--- src/hw/ebs_pkg.sv ---
// Package: constants for the error and break-event signalling block
package ebs_pkg;

  // ----------------------------------------------------------------
  // Register bus
  // ----------------------------------------------------------------
  localparam int ADDR_W = 8;
  localparam int DATA_W = 32;

  localparam logic [7:0] OFS_CTRL = 8'h00;
  localparam logic [7:0] OFS_STATUS = 8'h04;
  localparam logic [7:0] OFS_INT_STATUS = 8'h08;
  localparam logic [7:0] OFS_INT_ENABLE = 8'h0c;
  localparam logic [7:0] OFS_INT_CLEAR = 8'h10;

  // ----------------------------------------------------------------
  // Control fields
  // ----------------------------------------------------------------
  localparam int CTRL_NE_BIT = 0;
  localparam int CTRL_SHUTDOWN_EN_BIT = 1;
  localparam int CTRL_FP_CLEAR_BIT = 2;
  localparam int CTRL_W = 2;
  localparam logic [1:0] CTRL_RESET = 2'h2;

  // ----------------------------------------------------------------
  // Status fields
  // ----------------------------------------------------------------
  localparam int STAT_FP_PENDING_BIT = 0;
  localparam int STAT_BREAK_BIT = 1;
  localparam int STAT_INTERNAL_ERROR_OUT_N_BIT = 2;
  localparam int STAT_STOP_BIT = 3;
  localparam int STAT_IGNORE_BIT = 4;
  localparam int STAT_W = 5;

  // ----------------------------------------------------------------
  // Interrupt events
  // ----------------------------------------------------------------
  localparam int EV_FP_ERROR = 0;
  localparam int EV_BREAK = 1;
  localparam int EV_INTERNAL_ERROR_OUT_N = 2;
  localparam int EV_FP_EXCEPTION = 3;
  localparam int EV_W = 4;
  localparam logic [3:0] EV_RESET = 4'h0;

  // ----------------------------------------------------------------
  // Synchroniser
  // ----------------------------------------------------------------
  localparam int SYNC_W = 2;
  localparam int SYNC_STOP = 0;
  localparam int SYNC_IGNORE = 1;
  localparam logic [1:0] SYNC_IDLE = 2'h3;

  typedef enum {
    ST_NORMAL,
    ST_STOPPED,
    ST_BREAK
  } ebs_mode_e;

endpackage

--- src/hw/ebs_sync_if.sv ---
// Interface: raw asynchronous pins and their synchronised copies
`timescale 1ns/1ps
interface ebs_sync_if;
  logic [ebs_pkg::SYNC_W-1:0] rawN;
  logic [ebs_pkg::SYNC_W-1:0] syncN;

  modport owner
  (
    output rawN,
    input syncN
  );

  modport sync
  (
    input rawN,
    output syncN
  );
endinterface

--- src/hw/ebs_error_break.sv ---
// Top: error, break-event and internal-error signalling with registers
//
// Contract
// - Normal mode: output shows unmasked FP error
// - Stop-clock: output shows only pending break
// - Break indication held until stop-clock released
// - Probe request during stop-clock is break
// - Internal error held until reset or init
// - Internal error issues shutdown bus request
// - Ignore input set: skip pending numeric errors
// - Ignore input clear: fault on pending error
// - Enable bit set: ignore input disregarded
//
// Decided for this implementation: the register addresses and strobed register access.
`timescale 1ns/1ps
module ebs_error_break
(
  // Clock and reset
  input wire logic clk_sys,
  input wire logic rstn,
  // Register port
  input wire logic [ebs_pkg::ADDR_W-1:0] regAddr,
  input wire logic [ebs_pkg::DATA_W-1:0] regWdata,
  input wire logic regWrite,
  input wire logic regRead,
  output logic [ebs_pkg::DATA_W-1:0] regRdata,
  // Pins from the chipset
  input wire logic stop_clock_in_n,
  input wire logic ignore_numeric_error_in_n,
  input wire logic probe_request_in_n,
  input wire logic softInitInN,
  // Pins to the chipset
  output logic error_or_break_out_n,
  output logic internal_error_out_n,
  // Core events
  input wire logic fpErrorDetect,
  input wire logic fpInstrValid,
  input wire logic fpInstrIsControl,
  input wire logic breakEventDetect,
  input wire logic internalErrorDetect,
  // Core requests
  output logic fpExceptionReq,
  output logic fpIgnoreAck,
  output logic shutdownReq,
  output logic irq
);

  // ----------------------------------------------------------------
  // Reset release
  // ----------------------------------------------------------------
  logic [1:0] rstPipe_q;
  logic rstSyncN;

  always_ff @(posedge clk_sys or negedge rstn)
  begin
    if (!rstn)
      rstPipe_q <= 2'h0;
    else
      rstPipe_q <= {rstPipe_q[0], 1'b1};
  end

  assign rstSyncN = rstPipe_q[1];

  // ----------------------------------------------------------------
  // Pin synchronisers
  // ----------------------------------------------------------------
  ebs_sync_if syncBus ();
  logic stopActive;
  logic ignoreActive;

  assign syncBus.rawN[ebs_pkg::SYNC_STOP] = stop_clock_in_n;
  assign syncBus.rawN[ebs_pkg::SYNC_IGNORE] = ignore_numeric_error_in_n;

  ebs_sync uSync
  (
    .clk_sys(clk_sys),
    .rstSyncN(rstSyncN),
    .pins(syncBus.sync)
  );

  assign stopActive = !syncBus.syncN[ebs_pkg::SYNC_STOP];
  assign ignoreActive = !syncBus.syncN[ebs_pkg::SYNC_IGNORE];

  // ----------------------------------------------------------------
  // Register decode
  // ----------------------------------------------------------------
  logic [ebs_pkg::CTRL_W-1:0] ctrl_q;
  logic [ebs_pkg::EV_W-1:0] intStatus_q;
  logic [ebs_pkg::EV_W-1:0] intEnable_q;
  logic wrCtrl;
  logic wrEnable;
  logic wrClear;
  logic fpSoftClear;
  logic neBit;
  logic shutdownEn;

  assign wrCtrl = regWrite && (regAddr == ebs_pkg::OFS_CTRL);
  assign wrEnable = regWrite && (regAddr == ebs_pkg::OFS_INT_ENABLE);
  assign wrClear = regWrite && (regAddr == ebs_pkg::OFS_INT_CLEAR);
  assign fpSoftClear = wrCtrl && regWdata[ebs_pkg::CTRL_FP_CLEAR_BIT];
  assign neBit = ctrl_q[ebs_pkg::CTRL_NE_BIT];
  assign shutdownEn = ctrl_q[ebs_pkg::CTRL_SHUTDOWN_EN_BIT];

  always_ff @(posedge clk_sys or negedge rstSyncN)
  begin
    if (!rstSyncN)
    begin
      ctrl_q <= ebs_pkg::CTRL_RESET;
      intEnable_q <= ebs_pkg::EV_RESET;
    end
    else
    begin
      if (wrCtrl)
        ctrl_q <= regWdata[ebs_pkg::CTRL_W-1:0];
      if (wrEnable)
        intEnable_q <= regWdata[ebs_pkg::EV_W-1:0];
    end
  end

  // ----------------------------------------------------------------
  // Mode tracking
  // ----------------------------------------------------------------
  ebs_pkg::ebs_mode_e mode_q;
  ebs_pkg::ebs_mode_e mode_d;
  logic probeActive;
  logic breakSet;

  assign probeActive = !probe_request_in_n;
  assign breakSet = stopActive && (breakEventDetect || probeActive);

  // released by controller
  // Leaving stop-clock is the only way out of a break; the controller
  // is expected to answer the indication by releasing the pin.
  always_comb
  begin
    mode_d = mode_q;
    case (mode_q)
      ebs_pkg::ST_NORMAL:
        if (breakSet)
          mode_d = ebs_pkg::ST_BREAK;
        else if (stopActive)
          mode_d = ebs_pkg::ST_STOPPED;
      ebs_pkg::ST_STOPPED:
        if (!stopActive)
          mode_d = ebs_pkg::ST_NORMAL;
        else if (breakSet)
          mode_d = ebs_pkg::ST_BREAK;
      ebs_pkg::ST_BREAK:
        if (!stopActive)
          mode_d = ebs_pkg::ST_NORMAL;
      default:
        mode_d = ebs_pkg::ST_NORMAL;
    endcase
  end

  always_ff @(posedge clk_sys or negedge rstSyncN)
  begin
    if (!rstSyncN)
      mode_q <= ebs_pkg::ST_NORMAL;
    else
      mode_q <= mode_d;
  end

  // ----------------------------------------------------------------
  // Floating-point error state
  // ----------------------------------------------------------------
  logic fpPending_q;
  logic fpFault;
  logic fpSkip;
  logic fpIssue;
  logic softInit;

  assign softInit = !softInitInN;
  assign fpIssue = fpInstrValid && !fpInstrIsControl && fpPending_q;
  assign fpFault = fpIssue && (neBit || !ignoreActive);
  // pin sampled late
  // A pin changed by the I/O write settles two cycles later, so the
  // chipset must have it valid at target ready of that write.
  assign fpSkip = fpIssue && !neBit && ignoreActive;

  // New error wins over a clear in the same cycle
  always_ff @(posedge clk_sys or negedge rstSyncN)
  begin
    if (!rstSyncN)
      fpPending_q <= 1'b0;
    else if (fpErrorDetect)
      fpPending_q <= 1'b1;
    else if (fpSoftClear || softInit)
      fpPending_q <= 1'b0;
  end

  always_ff @(posedge clk_sys or negedge rstSyncN)
  begin
    if (!rstSyncN)
    begin
      fpExceptionReq <= 1'b0;
      fpIgnoreAck <= 1'b0;
    end
    else
    begin
      fpExceptionReq <= fpFault;
      fpIgnoreAck <= fpSkip;
    end
  end

  // ----------------------------------------------------------------
  // Multiplexed error / break pin
  // ----------------------------------------------------------------
  logic showError;

  assign showError = (mode_d == ebs_pkg::ST_BREAK) ||
    (!stopActive && (fpPending_q || fpErrorDetect));

  always_ff @(posedge clk_sys or negedge rstSyncN)
  begin
    if (!rstSyncN)
      error_or_break_out_n <= 1'b1;
    else
      error_or_break_out_n <= !showError;
  end

  // ----------------------------------------------------------------
  // Internal error and shutdown
  // ----------------------------------------------------------------
  logic internal_error_out_n_q;
  logic ierrRise;

  assign ierrRise = internalErrorDetect && !internal_error_out_n_q;

  // held until init
  // A fresh internal error beats a simultaneous soft init
  always_ff @(posedge clk_sys or negedge rstSyncN)
  begin
    if (!rstSyncN)
      internal_error_out_n_q <= 1'b0;
    else if (internalErrorDetect)
      internal_error_out_n_q <= 1'b1;
    else if (softInit)
      internal_error_out_n_q <= 1'b0;
  end

  always_ff @(posedge clk_sys or negedge rstSyncN)
  begin
    if (!rstSyncN)
    begin
      internal_error_out_n <= 1'b1;
      shutdownReq <= 1'b0;
    end
    else
    begin
      internal_error_out_n <= !(internalErrorDetect || (internal_error_out_n_q && !softInit));
      shutdownReq <= ierrRise && shutdownEn;
    end
  end

  // ----------------------------------------------------------------
  // Interrupt status
  // ----------------------------------------------------------------
  logic [ebs_pkg::EV_W-1:0] events;
  logic [ebs_pkg::EV_W-1:0] clearMask;

  assign events[ebs_pkg::EV_FP_ERROR] = fpErrorDetect && !fpPending_q;
  assign events[ebs_pkg::EV_BREAK] = breakSet && (mode_q != ebs_pkg::ST_BREAK);
  assign events[ebs_pkg::EV_INTERNAL_ERROR_OUT_N] = ierrRise;
  assign events[ebs_pkg::EV_FP_EXCEPTION] = fpFault;
  assign clearMask = wrClear ? regWdata[ebs_pkg::EV_W-1:0] : ebs_pkg::EV_RESET;

  // Set wins over a clear written in the same cycle
  always_ff @(posedge clk_sys or negedge rstSyncN)
  begin
    if (!rstSyncN)
    begin
      intStatus_q <= ebs_pkg::EV_RESET;
      irq <= 1'b0;
    end
    else
    begin
      intStatus_q <= (intStatus_q & ~clearMask) | events;
      irq <= |(((intStatus_q & ~clearMask) | events) & intEnable_q);
    end
  end

  // ----------------------------------------------------------------
  // Read path
  // ----------------------------------------------------------------
  logic [ebs_pkg::STAT_W-1:0] statusWord;
  logic [ebs_pkg::DATA_W-1:0] readMux;

  assign statusWord[ebs_pkg::STAT_FP_PENDING_BIT] = fpPending_q;
  assign statusWord[ebs_pkg::STAT_BREAK_BIT] = (mode_q == ebs_pkg::ST_BREAK);
  assign statusWord[ebs_pkg::STAT_INTERNAL_ERROR_OUT_N_BIT] = internal_error_out_n_q;
  assign statusWord[ebs_pkg::STAT_STOP_BIT] = stopActive;
  assign statusWord[ebs_pkg::STAT_IGNORE_BIT] = ignoreActive;

  // Write-only clear and unmapped offsets read as zero
  assign readMux =
    (regAddr == ebs_pkg::OFS_CTRL) ?
      {{(ebs_pkg::DATA_W-ebs_pkg::CTRL_W){1'b0}}, ctrl_q} :
    (regAddr == ebs_pkg::OFS_STATUS) ?
      {{(ebs_pkg::DATA_W-ebs_pkg::STAT_W){1'b0}}, statusWord} :
    (regAddr == ebs_pkg::OFS_INT_STATUS) ?
      {{(ebs_pkg::DATA_W-ebs_pkg::EV_W){1'b0}}, intStatus_q} :
    (regAddr == ebs_pkg::OFS_INT_ENABLE) ?
      {{(ebs_pkg::DATA_W-ebs_pkg::EV_W){1'b0}}, intEnable_q} :
      32'h0;

  // Data stand for exactly the cycle after the read strobe
  always_ff @(posedge clk_sys or negedge rstSyncN)
  begin
    if (!rstSyncN)
      regRdata <= 32'h0;
    else if (regRead)
      regRdata <= readMux;
    else
      regRdata <= 32'h0;
  end

endmodule

--- src/hw/ebs_sync.sv ---
// Two-stage synchroniser for the asynchronous control pins
`timescale 1ns/1ps
module ebs_sync
(
  // Clock and reset
  input wire logic clk_sys,
  input wire logic rstSyncN,
  // Pins
  ebs_sync_if.sync pins
);

  logic [ebs_pkg::SYNC_W-1:0] meta_q;
  logic [ebs_pkg::SYNC_W-1:0] stable_q;

  // ----------------------------------------------------------------
  // Two flops
  // ----------------------------------------------------------------
  // two-stage sync
  // The first stage feeds only the second; pins idle high in reset
  always_ff @(posedge clk_sys or negedge rstSyncN)
  begin
    if (!rstSyncN)
    begin
      meta_q <= ebs_pkg::SYNC_IDLE;
      stable_q <= ebs_pkg::SYNC_IDLE;
    end
    else
    begin
      meta_q <= pins.rawN;
      stable_q <= meta_q;
    end
  end

  assign pins.syncN = stable_q;

endmodule

--- config.mk ---
export PLATFORM = sky130hd
export DESIGN_NAME = ebs_error_break
export DESIGN_NICKNAME = d
export VERILOG_FILES = /design/src/hw/ebs_pkg.sv /design/src/hw/ebs_sync_if.sv /design/src/hw/ebs_error_break.sv /design/src/hw/ebs_sync.sv
export SDC_FILE = /design/constraint.sdc
export NUM_CORES = 1
export LEC_CHECK = 0
export BUFFER_PORTS_ARGS = -buffer_cell sky130_fd_sc_hd__buf_2
export CORE_UTILIZATION = 50
export DETAILED_ROUTE_END_ITERATION = 8
export GPL_ROUTABILITY_DRIVEN = 1
export PLACE_DENSITY = 0.82
export SETUP_SLACK_MARGIN = 0.1
export SYNTH_ARGS = -nofsm -noshare
export SYNTH_HDL_FRONTEND = slang
export SYNTH_HIERARCHICAL = 1
export SYNTH_SLANG_ARGS = --single-unit
--- constraint.sdc ---
create_clock -name clk_sys -period 3.85 [get_ports clk_sys]
set_clock_uncertainty 0.1 [all_clocks]
set_input_delay 0.1925 -clock clk_sys [delete_from_list [all_inputs] [get_ports clk_sys]]
set_output_delay 0.1925 -clock clk_sys [all_outputs]
set_load 0.005 [all_outputs]
==> results of run 1 <==
## worst paths after layout
| path | slack (ps) | depth (start not counted) | endpoint | start |
|---|---|---|---|---|
| worst max-delay path | 1640 | 4 | regRdata[1] | mode_q[8] |
| worst min-delay path | 10 | 2 | regRdata[0] | regRead |
| worst max register to register | 1640 | 4 | regRdata[1] | mode_q[8] |
| worst min register to register | 180 | 0 | mode_q[27] | rstPipe_q[1] |
| max in group asynchronous | 2640 | 1 | ctrl_q[1] | rstPipe_q[1] |
| min in group asynchronous | 70 | 2 | rstPipe_q[1] | rstn |
## placed cells by master (no fill, tap or decap), types with 2 or more instances in the layout
cell type	netlist	final
sky130_fd_sc_hd__a21o_1	4	4
sky130_fd_sc_hd__a21oi_1	3	3
sky130_fd_sc_hd__and3_1	2	2
sky130_fd_sc_hd__and4b_1	2	2
sky130_fd_sc_hd__buf_2	0	35
sky130_fd_sc_hd__clkbuf_8	0	10
sky130_fd_sc_hd__clkinvlp_4	0	2
sky130_fd_sc_hd__conb_1	2	58
sky130_fd_sc_hd__dfrtp_1	54	53
sky130_fd_sc_hd__dfstp_2	7	7
sky130_fd_sc_hd__dlygate4sd3_1	0	5
sky130_fd_sc_hd__inv_1	3	3
sky130_fd_sc_hd__mux2_2	9	9
sky130_fd_sc_hd__nand2_1	7	7
sky130_fd_sc_hd__nand3_1	6	6
sky130_fd_sc_hd__nand3b_1	2	2
sky130_fd_sc_hd__nand4_1	2	2
sky130_fd_sc_hd__nor2_1	7	7
sky130_fd_sc_hd__nor2b_1	2	2
sky130_fd_sc_hd__nor3_1	5	5
sky130_fd_sc_hd__nor4_1	7	7
sky130_fd_sc_hd__o21ai_0	4	4
sky130_fd_sc_hd__or2b_1	2	2
sky130_fd_sc_hd__or4_1	3	3
## final cells by class
class	instances	area, um2	area share (%)
clock buffers	11	141	5.03
clock inverters	5	58.8	2.09
inverters	3	11.3	0.400
multi-input cells	138	767	27.3
flip-flops and latches	61	1540	54.6
well taps	52	65.1	2.31
repair buffers	41	233	8.27
## sequential cells by signal, indices dropped and copies added (netlist names)
name,count
mode_q,32
regRdata,5
intEnable_q,4
intStatus_q,4
ctrl_q,2
rstPipe_q,2
uSync/meta_q,2
uSync/pins.syncN,2
error_or_break_out_n,1
fpExceptionReq,1
fpIgnoreAck,1
fpPending_q,1
internal_error_out_n,1
internal_error_out_n_q,1
irq,1
shutdownReq,1
## report_power, final
part / total [mW] / switching [mW] / internal (mW)
Clock: 0.554 / 0.237 / 0.317
Combinational: 0.0694 / 0.0381 / 0.0313
Sequential: 0.690 / 0.0170 / 0.673
Total: 1.31 / 0.292 / 1.02
## worst max-delay path, cell delays in order (launching register included)
cell	delay (ps)
sky130_fd_sc_hd__dfrtp_1	350
sky130_fd_sc_hd__or4_1	530
sky130_fd_sc_hd__or4_4	510
sky130_fd_sc_hd__or4_1	510
sky130_fd_sc_hd__a21oi_1	150
## layer usage
layer / GRT usage [%] / vias to the layer above / share of wire (%)
li1: - / 690 / -
met1: 18.1 / 691 / 42
met2: 26.9 / 53 / 50
met3: 5.77 / 7 / 5.5
met4: 10.9 / 0 / 2.3
met5: 0 / - / 0
## kinds of logic (layout without fill, tap and decap cells)
logic type      after synthesis  after routing  synth area share [%]
compound gates               17             17                  4.98
buf+inv                      32             60                  9.57
flops                        61             61                  66.4
mux                          10             10                  5.35
other cells                   2             58                 0.325
simple gates                 53             53                  13.4
## timing repair
item / CTS / global route
endpoints found under the hold margin: 7 / 0
hold buffers: 5 / 0
setup endpoints to repair: 0 / 0
==> results by stage, run 1 <==
Run status:
- The run finished with clean final reports.

Synth:
- The synthesized design contains 0 enable-type register cells.
- Sequential elements use 66.4% of the synthesized area.
- The post-synthesis cell count is 175.
- Of the post-synthesis cell area, the dominant cell type holds 58.4%.
- Among all flip-flop cells after synthesis, the most frequent one is sky130_fd_sc_hd__dfrtp_1.
- Yosys attributes the largest share of cell area to sky130_fd_sc_hd__dfrtp_1 (58%), sky130_fd_sc_hd__buf_4 (8.8%), sky130_fd_sc_hd__dfstp_2 (8.0%).
- The netlist area before placement is 0.00231 mm2.
- sky130_fd_sc_hd__dfrtp_1 takes more of the synthesized area than any other cell.
- The average cell area after synthesis is 13.2 um2.
- The fraction of registers with async set/reset is 100%.
- The Yosys step of the flow raised 6 warnings.
- The register bit total from synthesis is 61.
- Counting instances in the post-synthesis netlist gives the leading cell types as sky130_fd_sc_hd__dfrtp_1 (54), sky130_fd_sc_hd__buf_4 (27), sky130_fd_sc_hd__mux2_2 (9).
- The distinct cell type count of the synthesized netlist is 35.
- The leading cell type by number of instances after synthesis is sky130_fd_sc_hd__dfrtp_1.

Global route:
- The number of antenna violations at the first check in global routing came to 0.
- Entering global routing, the biggest net connects 31 pins.
- The first-pass GRT wire length is 5900 um.
- The aggregate global routing overflow is 0.
- The number of global-route vias before repair is 1429.
- For this run, the total global-route usage over all layers was measured as 16.5%.

Final layout:
- Fill cells in the final layout number 343.
- The share of layout cells above drive strength 1 is 27.4%.
- The number of antenna diodes in the final layout is 0.
- With fillers left out, the area of the finished cells amounts to 0.00281 mm2.
- From synthesis to final layout, the design area changed by 21.6%.
- The count of cells in the finished layout, fillers not included, comes to 311.
- Cells fill 63.7% of the core in the end.
- At the end of the flow, the number of nets in the layout was 307.

Timing:
- After layout, the worst path uses 57.4% of the clock period.
- The actual slew at the worst max-slew pin is 750 ps.
- Based on the critical path, the design can be clocked at up to 452 MHz.
- The final setup violation count is 0.
- Subtracting the final worst setup slack from the clock period gives 2210 ps.
- The final worst setup slack is 1640 ps.
- Setup repair after global routing left no endpoint under its margin.
- The tightest hold path in the finished design has a slack of 14.1 ps.
- The worst max-slew margin expressed relative to the limit is 49.3%.
- The max-slew violation count came to 0.
- The hold violation count in the final report is 0.
- The setup total negative slack is 0 ps.

Detailed routing:
- After detailed routing, the number of remaining DRC violations is 0.
- The pre-antenna-repair detailed-routing pass consisted of 4 iterations.
- The routed via count divided by cell count is 4.63.
- The iteration-0 DRC count of the detailed router is 99.
- The routed layout has 1441 vias.
- In the final routed layout, each cell accounts on average for 11.2 um.
- The count of nets left with antenna violations once routing finished came out at 0.
- The final layout contains routed wiring with a total length of 3500 um.

Floorplan:
- The top-level port count is 91.
- The width of the chip is 70.0 um.
- The floorplan step defined a die boundary enclosing 0.00490 mm2.
- The initial utilization of the core area, before any placement, comes to 52.4%.
- The total number of placement rows is 24.
- The die is 70.0 um tall.
- In this run the standard cell core region covers 0.00441 mm2.

Clock tree:
- The clock slew at the register clock pins of the worst setup and hold paths is 70 ps.
- The number of cells upsized or downsized after cts is 0.
- The H-tree level count is 3.
- The number of buffers created by CTS is 9.
- Clock tree synthesis found a total of 61 sinks.
- The insertion delay to the later sink of the worst-skew pair is 330 ps.
- The root buffer cell is sky130_fd_sc_hd__clkbuf_8.
- TritonCTS built the clock tree.
- The post-CTS setup buffer count is 0.
- The maximum count of clock buffers along a single path is 2.

Setup path:
- The data required time of the critical path is 4010 ps.
- The element type at the critical path start is a register.
- The arrival time of data at the critical path endpoint is 2370 ps.
- By startpoint and endpoint, the worst setup path is classified as register to register.
- The maximum fanout along the worst path is 3.
- The worst setup path is captured at a register.

Power:
- The leakage power is 1.37 nW.
- Power spread over the standard cell area amounts to 467 mW/mm2.
- The peak supply drop is 0.424 mV.
- The post-layout total power is 1.31 mW.

Placement:
- After detailed placement, the design holds a cell count of 290.
- The final weighted congestion in routability-driven placement is 0.796.
- The count of buffers added on input and output ports is 35.
- Detailed placement ended at an HPWL of 2580 um.
- The placed cell area is 0.00256 mm2.
- Before CTS, the worst setup slack after placement is 1650 ps.

Worst hold path:
- The worst hold path class is input port to register.

Job:
- The number of maximum-capacitance constraint violations is 0.
(Power assumes the default switching activity.)
==> inputs of run 2 (changes only) <==
ABC_AREA = 1   (was default)
CORE_UTILIZATION = 49   (was 50)
PLACE_DENSITY = 0.79   (was 0.82)
clock period = 2.1 ns   (was 3.85 ns; I/O delays follow)
==> run 2 against run 1 <==
Flip-flop and latch count is the same. Power rose by 91%. Largest power group unchanged. Via count increased by 26%. Global-route usage grew 2.6 points. Final cell count rose by 34%. Die area grew 12%.
==> results by stage, run 2 <==
Run status:
- The flow ran to the end, and the final reports show no timing, DRC or antenna violations.

Synth:
- The share of the synthesized area in the top cell type is 53.2% (-5.2 points).
- The leading register cell type out of synthesis is sky130_fd_sc_hd__dfrtp_1.
- sky130_fd_sc_hd__dfrtp_1 takes more of the synthesized area than any other cell.
- Ranked by total cell area, the synthesized netlist is headed by sky130_fd_sc_hd__dfrtp_1 (53%), sky130_fd_sc_hd__buf_4 (8.0%), sky130_fd_sc_hd__dfstp_2 (7.2%).
- The number of flops mapped to enable cells by yosys is 0 (unchanged).
- The average cell area after synthesis is 10.1 um2 (-23%).
- The distinct cell type count of the synthesized netlist came to 27 (-23%).
- The register bit total from synthesis is 61 (unchanged).
- The post-synthesis cell count is 251 (+43%).
- The fraction of registers with async set/reset is 100% (unchanged).
- The register area share after synthesis is 60.4% (-5.9 points).
- The netlist area before placement came to 0.00254 mm2 (+9.8%).
- The number of warnings reported in the yosys synthesis log was 6 (unchanged).
- The commonest cells after synthesis are sky130_fd_sc_hd__dfrtp_1 (54), sky130_fd_sc_hd__nand2_1 (37), sky130_fd_sc_hd__nor2_1 (36).
- The leading cell type by number of instances after synthesis is sky130_fd_sc_hd__dfrtp_1.

Setup path:
- Walking the worst path, the cells encountered are nor2_1, nand2_1, nor2_1, inv_1, nor2_1, nand2_1, nand2_1, nand2_1, nand2_1, nand2_1.
- The maximum fanout along the worst path is 3 (unchanged).
- The data required time of the critical path is 2220 ps (-1790 ps).
- The count of buffer and inverter cells on the critical path was 1 (+1).
- The destination of the worst register-to-register timing path is irq.
- The stage delay of the slowest cell on the critical path came to 360 ps (-170 ps).
- The worst-case reg-to-reg path depth is 10 (+6).
- The worst flop-to-flop path startpoint is mode_q[15].
- The element type at the critical path start is a register.
- The reg-to-reg setup timing slack is 600 ps (-1040 ps).
- The cell that appears most often on the critical path is sky130_fd_sc_hd__nand2_1.
- The arrival time of data at the critical path endpoint came to 1620 ps (-750 ps).
- The cell at the slowest stage of the critical path is sky130_fd_sc_hd__dfrtp_1.
- The dominant delay contributor by cell family on the critical path is simple AND/OR/NAND/NOR gates.
- The sort of element at the end of the critical path is a register.
- The critical path is of the register to register type.

Global route:
- The pin count of the biggest net entering global routing is 26 (-16%).
- The overall fraction of global-route tracks in use is 19.1% (+2.6 points).
- The number of antenna violations at the first check in global routing is 0 (unchanged).
- The first-pass GRT wire length is 7200 um (+22%).
- The aggregate global routing overflow was 0 (unchanged).
- The number of global-route vias before repair came to 1668 (+17%).

Floorplan:
- The width of the chip is 74.0 um (+5.7%).
- The top-level port count is 91 (unchanged).
- The area of the die is 0.00548 mm2 (+12%).
- The starting utilization of the core area is 52.4% (about the same).
- The total number of placement rows is 25 (+4.2%).
- The area inside the core boundary came to 0.00485 mm2 (+9.8%).
- The height of the die came to 74.0 um (+5.7%).

Timing:
- The worst max-slew margin expressed relative to the limit was 65.6% (+16 points).
- The final setup violation count was 0 (unchanged).
- Setup repair after global routing left no endpoint under its margin.
- The final worst setup slack is 596 ps (-1040 ps).
- The max-slew violation count is 0 (unchanged).
- The hold violation count in the final report is 0 (unchanged).
- The fraction of the cycle the final worst path needs is 71.6% (+14 points).
- The setup total negative slack is 0 ps (unchanged).
- The final critical path time including I/O delays and setup is 1500 ps (-707 ps).
- The actual slew at the worst max-slew pin is 516 ps (-234 ps).
- The worst hold slack across all endpoints is 35.6 ps (+21.6 ps).
- The top achievable clock speed is 665 MHz (+47%).

Detailed routing:
- The remaining number of nets flagged by the antenna check after routing is 0 (unchanged).
- The number of remaining DRC errors was 0 (unchanged).
- The routed via count divided by cell count came to 4.36 (-5.8%).
- The iteration count of the initial detailed-routing pass is 5 (+1).
- The per-cell routed wire length came to 10.2 um (-9.5%).
- The detailed-route via count is 1820 (+26%).
- The total wire length after detailed routing is 4240 um (+21%).
- The iteration-0 DRC count of the detailed router came to 84 (-15%).

Clock tree:
- The clock net sink count is 61 (unchanged).
- The H-tree level count is 3 (unchanged).
- The number of cells upsized or downsized after cts is 0 (unchanged).
- The number of buffers created by CTS is 9 (unchanged).
- The post-CTS setup buffer count is 0 (unchanged).
- The tree is rooted in a sky130_fd_sc_hd__clkbuf_8.
- The insertion delay to the later sink of the worst-skew pair is 340 ps (about the same).
- The clock slew at the register clock pins of the worst setup and hold paths is 70 ps (about the same).
- The maximum count of clock buffers along a single path is 2 (unchanged).
- TritonCTS built the clock tree.

Final layout:
- The total inserted antenna cells came to 0 (unchanged).
- The final design instance area without fill was 0.00320 mm2 (+14%).
- The final net count is 398 (+30%).
- The share of layout cells above drive strength 1 was 21.4% (-6.0 points).
- The flip-flop count of the largest register, all copies and words added is 32 (unchanged).
- In the final layout, the registers with the most flip-flops are mode_q x32, regRdata x5.
- In the layout the commonest cells are sky130_fd_sc_hd__conb_1 (58), sky130_fd_sc_hd__dfrtp_1 (53), sky130_fd_sc_hd__nand2_1 (37).
- The register with the most flip-flops in the final layout is mode_q.
- The growth of design area from synthesis to finish is 25.9%.
- The library cell used most frequently in the layout, excluding fill and tap cells, is sky130_fd_sc_hd__conb_1.
- The final design utilization came to 66.0% (+2.3 points).
- The post-layout instance count excluding filler cells came to 417 (+34%).

Worst hold path:
- The start point of the worst hold path is regWrite.
- The depth of the worst hold-timing path is 3 (+1).
- The end point of the most critical hold path is intEnable_q[0].
- The min-delay analysis places its worst path in the category input port to register.

Power:
- The post-layout total power is 2.50 mW (+91%).
- The peak supply drop came to 0.591 mV (+39%).
- The power per cell area came to 783 mW/mm2 (+68%).
- The leakage power is 1.68 nW (+23%).

Job:
- The number of maximum-capacitance constraint violations is 0 (unchanged).

Placement:
- The half-perimeter wire length after placement came to 3160 um (+23%).
- The placed cell area is 0.00282 mm2 (+10%).
- The port buffer count came to 35 (unchanged).
- The final weighted congestion in routability-driven placement is 0.864 (+8.6%).
- The instance count after placement with tap cells included came to 384 (+32%).
- The post-placement worst setup slack is 602 ps (-1050 ps).
[run 2: cell count changes in the layout (fill, tap and decap cells not counted), sizes merged, moves of 6 or more]
cell,delta
mux2,-6
inv,+24
nand2,+31
nor2,+34
nand3,+18
dlygate4sd3,+12
[run 2: area by class of cell]
type,count,area [um2]
fill,388,1650
sequential,61,1540
multi-input combinational,191,908
timing repair buffer,54,360
clock buffer,11,131
inverter,28,105
tap,67,83.8
clock inverter,5,75.1
[run 2: what timing repair did]
action,in CTS,in global routing
hold endpoints to repair,22,0
setup endpoints to repair,0,0
hold buffers,17,0
[run 2: how the worst max path moves through the flow]
stage	slack, ps	cells after the start	endpoint	from
floorplan	190	0	ctrl_q[0]	rstPipe_q[1]
global placement	650	10	irq	mode_q[13]
detailed placement	600	10	irq	mode_q[13]
CTS	590	10	irq	mode_q[15]
global route	420	10	irq	mode_q[13]
finish	600	10	irq	mode_q[15]
[run 2: cell families after synthesis]
group                  synth area share, %
and+or+nand+nor                       21.5
muxes                                 1.77
AOI/OAI and AO/OA                     3.94
buffers and inverters                 12.1
other                                0.296
DFF                                   60.4
[run 2: metal layers]
layer	GRT usage, %	wire, um	up-vias
met5	0	0	-
met2	28.4	2040	66
met3	9.08	303	8
li1	-	-	899
met4	8.76	75	0
met1	23.7	1820	847
[run 2: worst register-to-register path, delay by kind of cell, from the launching register on]
kind	cells	cell delay, ps
simple gates	9	870
flops	1	360
buf+inv	1	70
[run 2: power breakdown]
group / total, mW / switching (mW) / internal, mW
Sequential: 1.27 / 0.0300 / 1.24
Clock: 1.07 / 0.411 / 0.662
Combinational: 0.166 / 0.0967 / 0.0691
Total: 2.50 / 0.538 / 1.97
==> inputs of run 3 (changes only) <==
ABC_AREA = 0   (was 1)
CORE_UTILIZATION = 48   (was 49)
clock period = 1.4 ns   (was 2.1 ns; I/O delays follow)
==> run 3 against run 2 <==
The flow now finishes with violations (negative setup slack). Highest routed layer unchanged. Maximum frequency fell by 26%. Global-route usage fell by 0.080 points. Critical path type unchanged. Flip-flop and latch count did not move. Count of clock-buffer cells in the layout rose by 1. Combinational power rose by 66%. Worst setup slack got worse by 1200 ps. Non-clock buffer count rose by 12.
==> results by stage, run 3 (synthesized netlist as in run 1, its figures left out) <==
Run status:
- The flow ran to the end, but the final reports show violations.
- The final reports fail on negative setup slack.

Floorplan:
- The width of the chip is 71.4 um (-3.5%).
- The total number of placement rows is 24 (-4.0%).
- The area of the die is 0.00510 mm2 (-6.9%).
- The area inside the core boundary came to 0.00450 mm2 (-7.1%).
- The starting utilization of the core area came to 51.4% (-1.1 points).
- The height of the die is 71.4 um (-3.5%).
- The top-level port count came to 91 (unchanged).

Placement:
- The post-placement worst setup slack was -661 ps (-1260 ps).
- The final weighted congestion in routability-driven placement is 0.852 (-1.4%).
- The placed cell area is 0.00269 mm2 (-4.6%).
- The half-perimeter wire length after placement is 2650 um (-16%).
- The port buffer count was 35 (unchanged).

Clock tree:
- The H-tree level count is 3 (unchanged).
- The clock slew at the register clock pins of the worst setup and hold paths is 70 ps (about the same).
- The number of buffers created by CTS came to 9 (unchanged).
- The root buffer cell is sky130_fd_sc_hd__clkbuf_8.
- The maximum count of clock buffers along a single path was 2 (unchanged).
- The insertion delay to the later sink of the worst-skew pair is 330 ps (about the same).
- The TritonCTS clock tree is yes.
- The clock net sink count is 61 (unchanged).

Final layout:
- In the layout the commonest cells are sky130_fd_sc_hd__conb_1 (58), sky130_fd_sc_hd__dfrtp_1 (52), sky130_fd_sc_hd__buf_2 (34).
- The leading cell type in the layout, fill and taps excluded is sky130_fd_sc_hd__conb_1.
- The growth of design area from synthesis to finish is 35.3%.
- The final design instance area without fill is 0.00313 mm2 (-2.2%).
- The share of layout cells above drive strength 1 is 34.2% (+13 points).
- The final net count is 332 (-17%).
- The final design utilization came to 69.5% (+3.5 points).
- The flip-flop count of the largest register, all copies and words added is 32 (unchanged).
- The most flop-heavy register is mode_q.
- The layout filler cell count is 308 (-21%).
- The largest registers in the layout are mode_q x32, regRdata x5.
- The total inserted antenna cells is 0 (unchanged).

Setup path:
- The critical path goes through or4_1, or4_4, or3_4, o21a_1.
- STA classifies the critical path endpoint as a register.
- The worst-case reg-to-reg path depth came to 4 (-6).
- The kind of cell with the highest combined delay along the critical path is simple AND/OR/NAND/NOR gates.
- The maximum fanout along the worst path was 3 (unchanged).
- The data required time of the critical path is 1560 ps (-660 ps).
- The critical path depth is 4 (-6).
- The arrival time of data at the critical path endpoint is 2200 ps (+580 ps).
- By startpoint and endpoint, the worst setup path is classified as register to register.
- The cell at the slowest stage of the critical path is sky130_fd_sc_hd__or4_1.
- The destination of the worst register-to-register timing path is error_or_break_out_n.
- The reg-to-reg setup timing slack came to -640 ps (-1230 ps).
- The count of buffer and inverter cells on the critical path is 0 (-1).
- The worst setup path is launched from a register.
- The stage delay of the slowest cell on the critical path is 510 ps (+150 ps).
- In this run the critical register-to-register path is launched from mode_q[8].

Detailed routing:
- The iteration-0 DRC count of the detailed router is 98 (+17%).
- The detailed-route via count came to 1554 (-15%).
- The remaining number of nets flagged by the antenna check after routing is 0 (unchanged).
- The total wire length after detailed routing is 4170 um (-1.7%).
- The per-cell routed wire length is 12.4 um (+22%).
- The iteration count of the initial detailed-routing pass is 4 (-1).
- The routed via count divided by cell count is 4.63 (+6.0%).
- The number of remaining DRC errors was 0 (unchanged).

Worst hold path:
- The tightest min-delay check is of the input port to register type.
- The start point of the worst hold path is regAddr[5].
- For hold timing, the worst endpoint is intStatus_q[3].
- The depth of the worst hold-timing path is 4 (+1).

Timing:
- The fraction of the cycle the final worst path needs is 146% (+74 points).
- The max-slew violation count is 0 (unchanged).
- The final setup violation count is 6 (+6).
- The top achievable clock speed came to 491 MHz (-26%).
- Setup repair after global routing could not meet its margin everywhere.
- The worst hold slack across all endpoints is 1.20 ps (-34.4 ps).
- The setup total negative slack is -3470 ps (-3470 ps).
- The hold violation count in the final report is 0 (unchanged).
- The final critical path time including I/O delays and setup was 2040 ps (+534 ps).
- The final worst setup slack is -638 ps (-1230 ps).

Global route:
- The aggregate global routing overflow was 0 (unchanged).
- The pin count of the biggest net entering global routing is 60 (+130%).
- The overall fraction of global-route tracks in use was 19.0% (-0.080 points).
- The first-pass GRT wire length is 7070 um (-1.8%).
- The number of antenna violations at the first check in global routing is 0 (unchanged).
- The number of global-route vias before repair is 1577 (-5.5%).

Power:
- The power per cell area came to 1180 mW/mm2 (+51%).
- The leakage power is 1.51 nW (-10%).
- The peak supply drop came to 0.630 mV (+6.7%).

Job:
- The number of maximum-capacitance constraint violations is 0 (unchanged).
-- run 3: final cells by class --
class | count | area [um2] | area share (%)
Clock buffer | 12 | 155 | 4.96
Timing Repair Buffer | 66 | 469 | 15.0
Clock inverter | 4 | 47.5 | 1.52
Inverter | 3 | 11.3 | 0.360
Tap cell | 52 | 65.1 | 2.08
Multi-Input combinational cell | 138 | 845 | 27.0
Sequential cell | 61 | 1540 | 49.1
-- run 3: repair_timing --
action                                 4_1_cts  5_1_grt
pin swaps                                    4        0
setup endpoints to repair                   13       11
resized for setup                            4        3
hold buffers                                17        0
endpoints found under the hold margin       26        0
buffers inserted                             2        2
-- run 3: worst register-to-register path, delay by kind of cell, from the launching register on --
kind | cells | cell delay [ps]
and+or+nand+nor | 3 | 1340
DFF | 1 | 350
AOI/OAI and AO/OA | 1 | 190
-- run 3: metrics by stage --
step / power, mW / cells
2_1_floorplan: 2.08 / 231
3_3_place_gp: 2.13 / 299
3_5_place_dp: 2.14 / 299
4_1_cts: 3.75 / 334
5_1_grt: 3.86 / 336
6_report: 3.70 / 336
-- run 3: metal layers --
| metal | track usage [%] | vias to the layer above | routed length (um) | share of wire, % |
|---|---|---|---|---|
| li1 | - | 732 | - | - |
| met1 | 22.8 | 741 | 1750 | 42 |
| met2 | 30.4 | 68 | 2040 | 49 |
| met3 | 7.17 | 13 | 278 | 6.7 |
| met4 | 9.11 | 0 | 95 | 2.3 |
| met5 | 0 | - | 0 | 0 |
-- run 3: power breakdown --
part | internal (mW) | leakage (nW) | switching, mW
Clock | 0.913 | 0.102 | 0.620
Combinational | 0.137 | 0.687 | 0.139
Sequential | 1.85 | 0.722 | 0.0359
-- run 3: worst max-delay path by stage --
stage	start	endpoint
6_report	mode_q[8]	error_or_break_out_n
5_1_grt	mode_q[8]	error_or_break_out_n
4_1_cts	mode_q[8]	error_or_break_out_n
3_5_place_dp	mode_q[22]	error_or_break_out_n
3_3_place_gp	mode_q[8]	error_or_break_out_n
2_1_floorplan	mode_q[8]	error_or_break_out_n
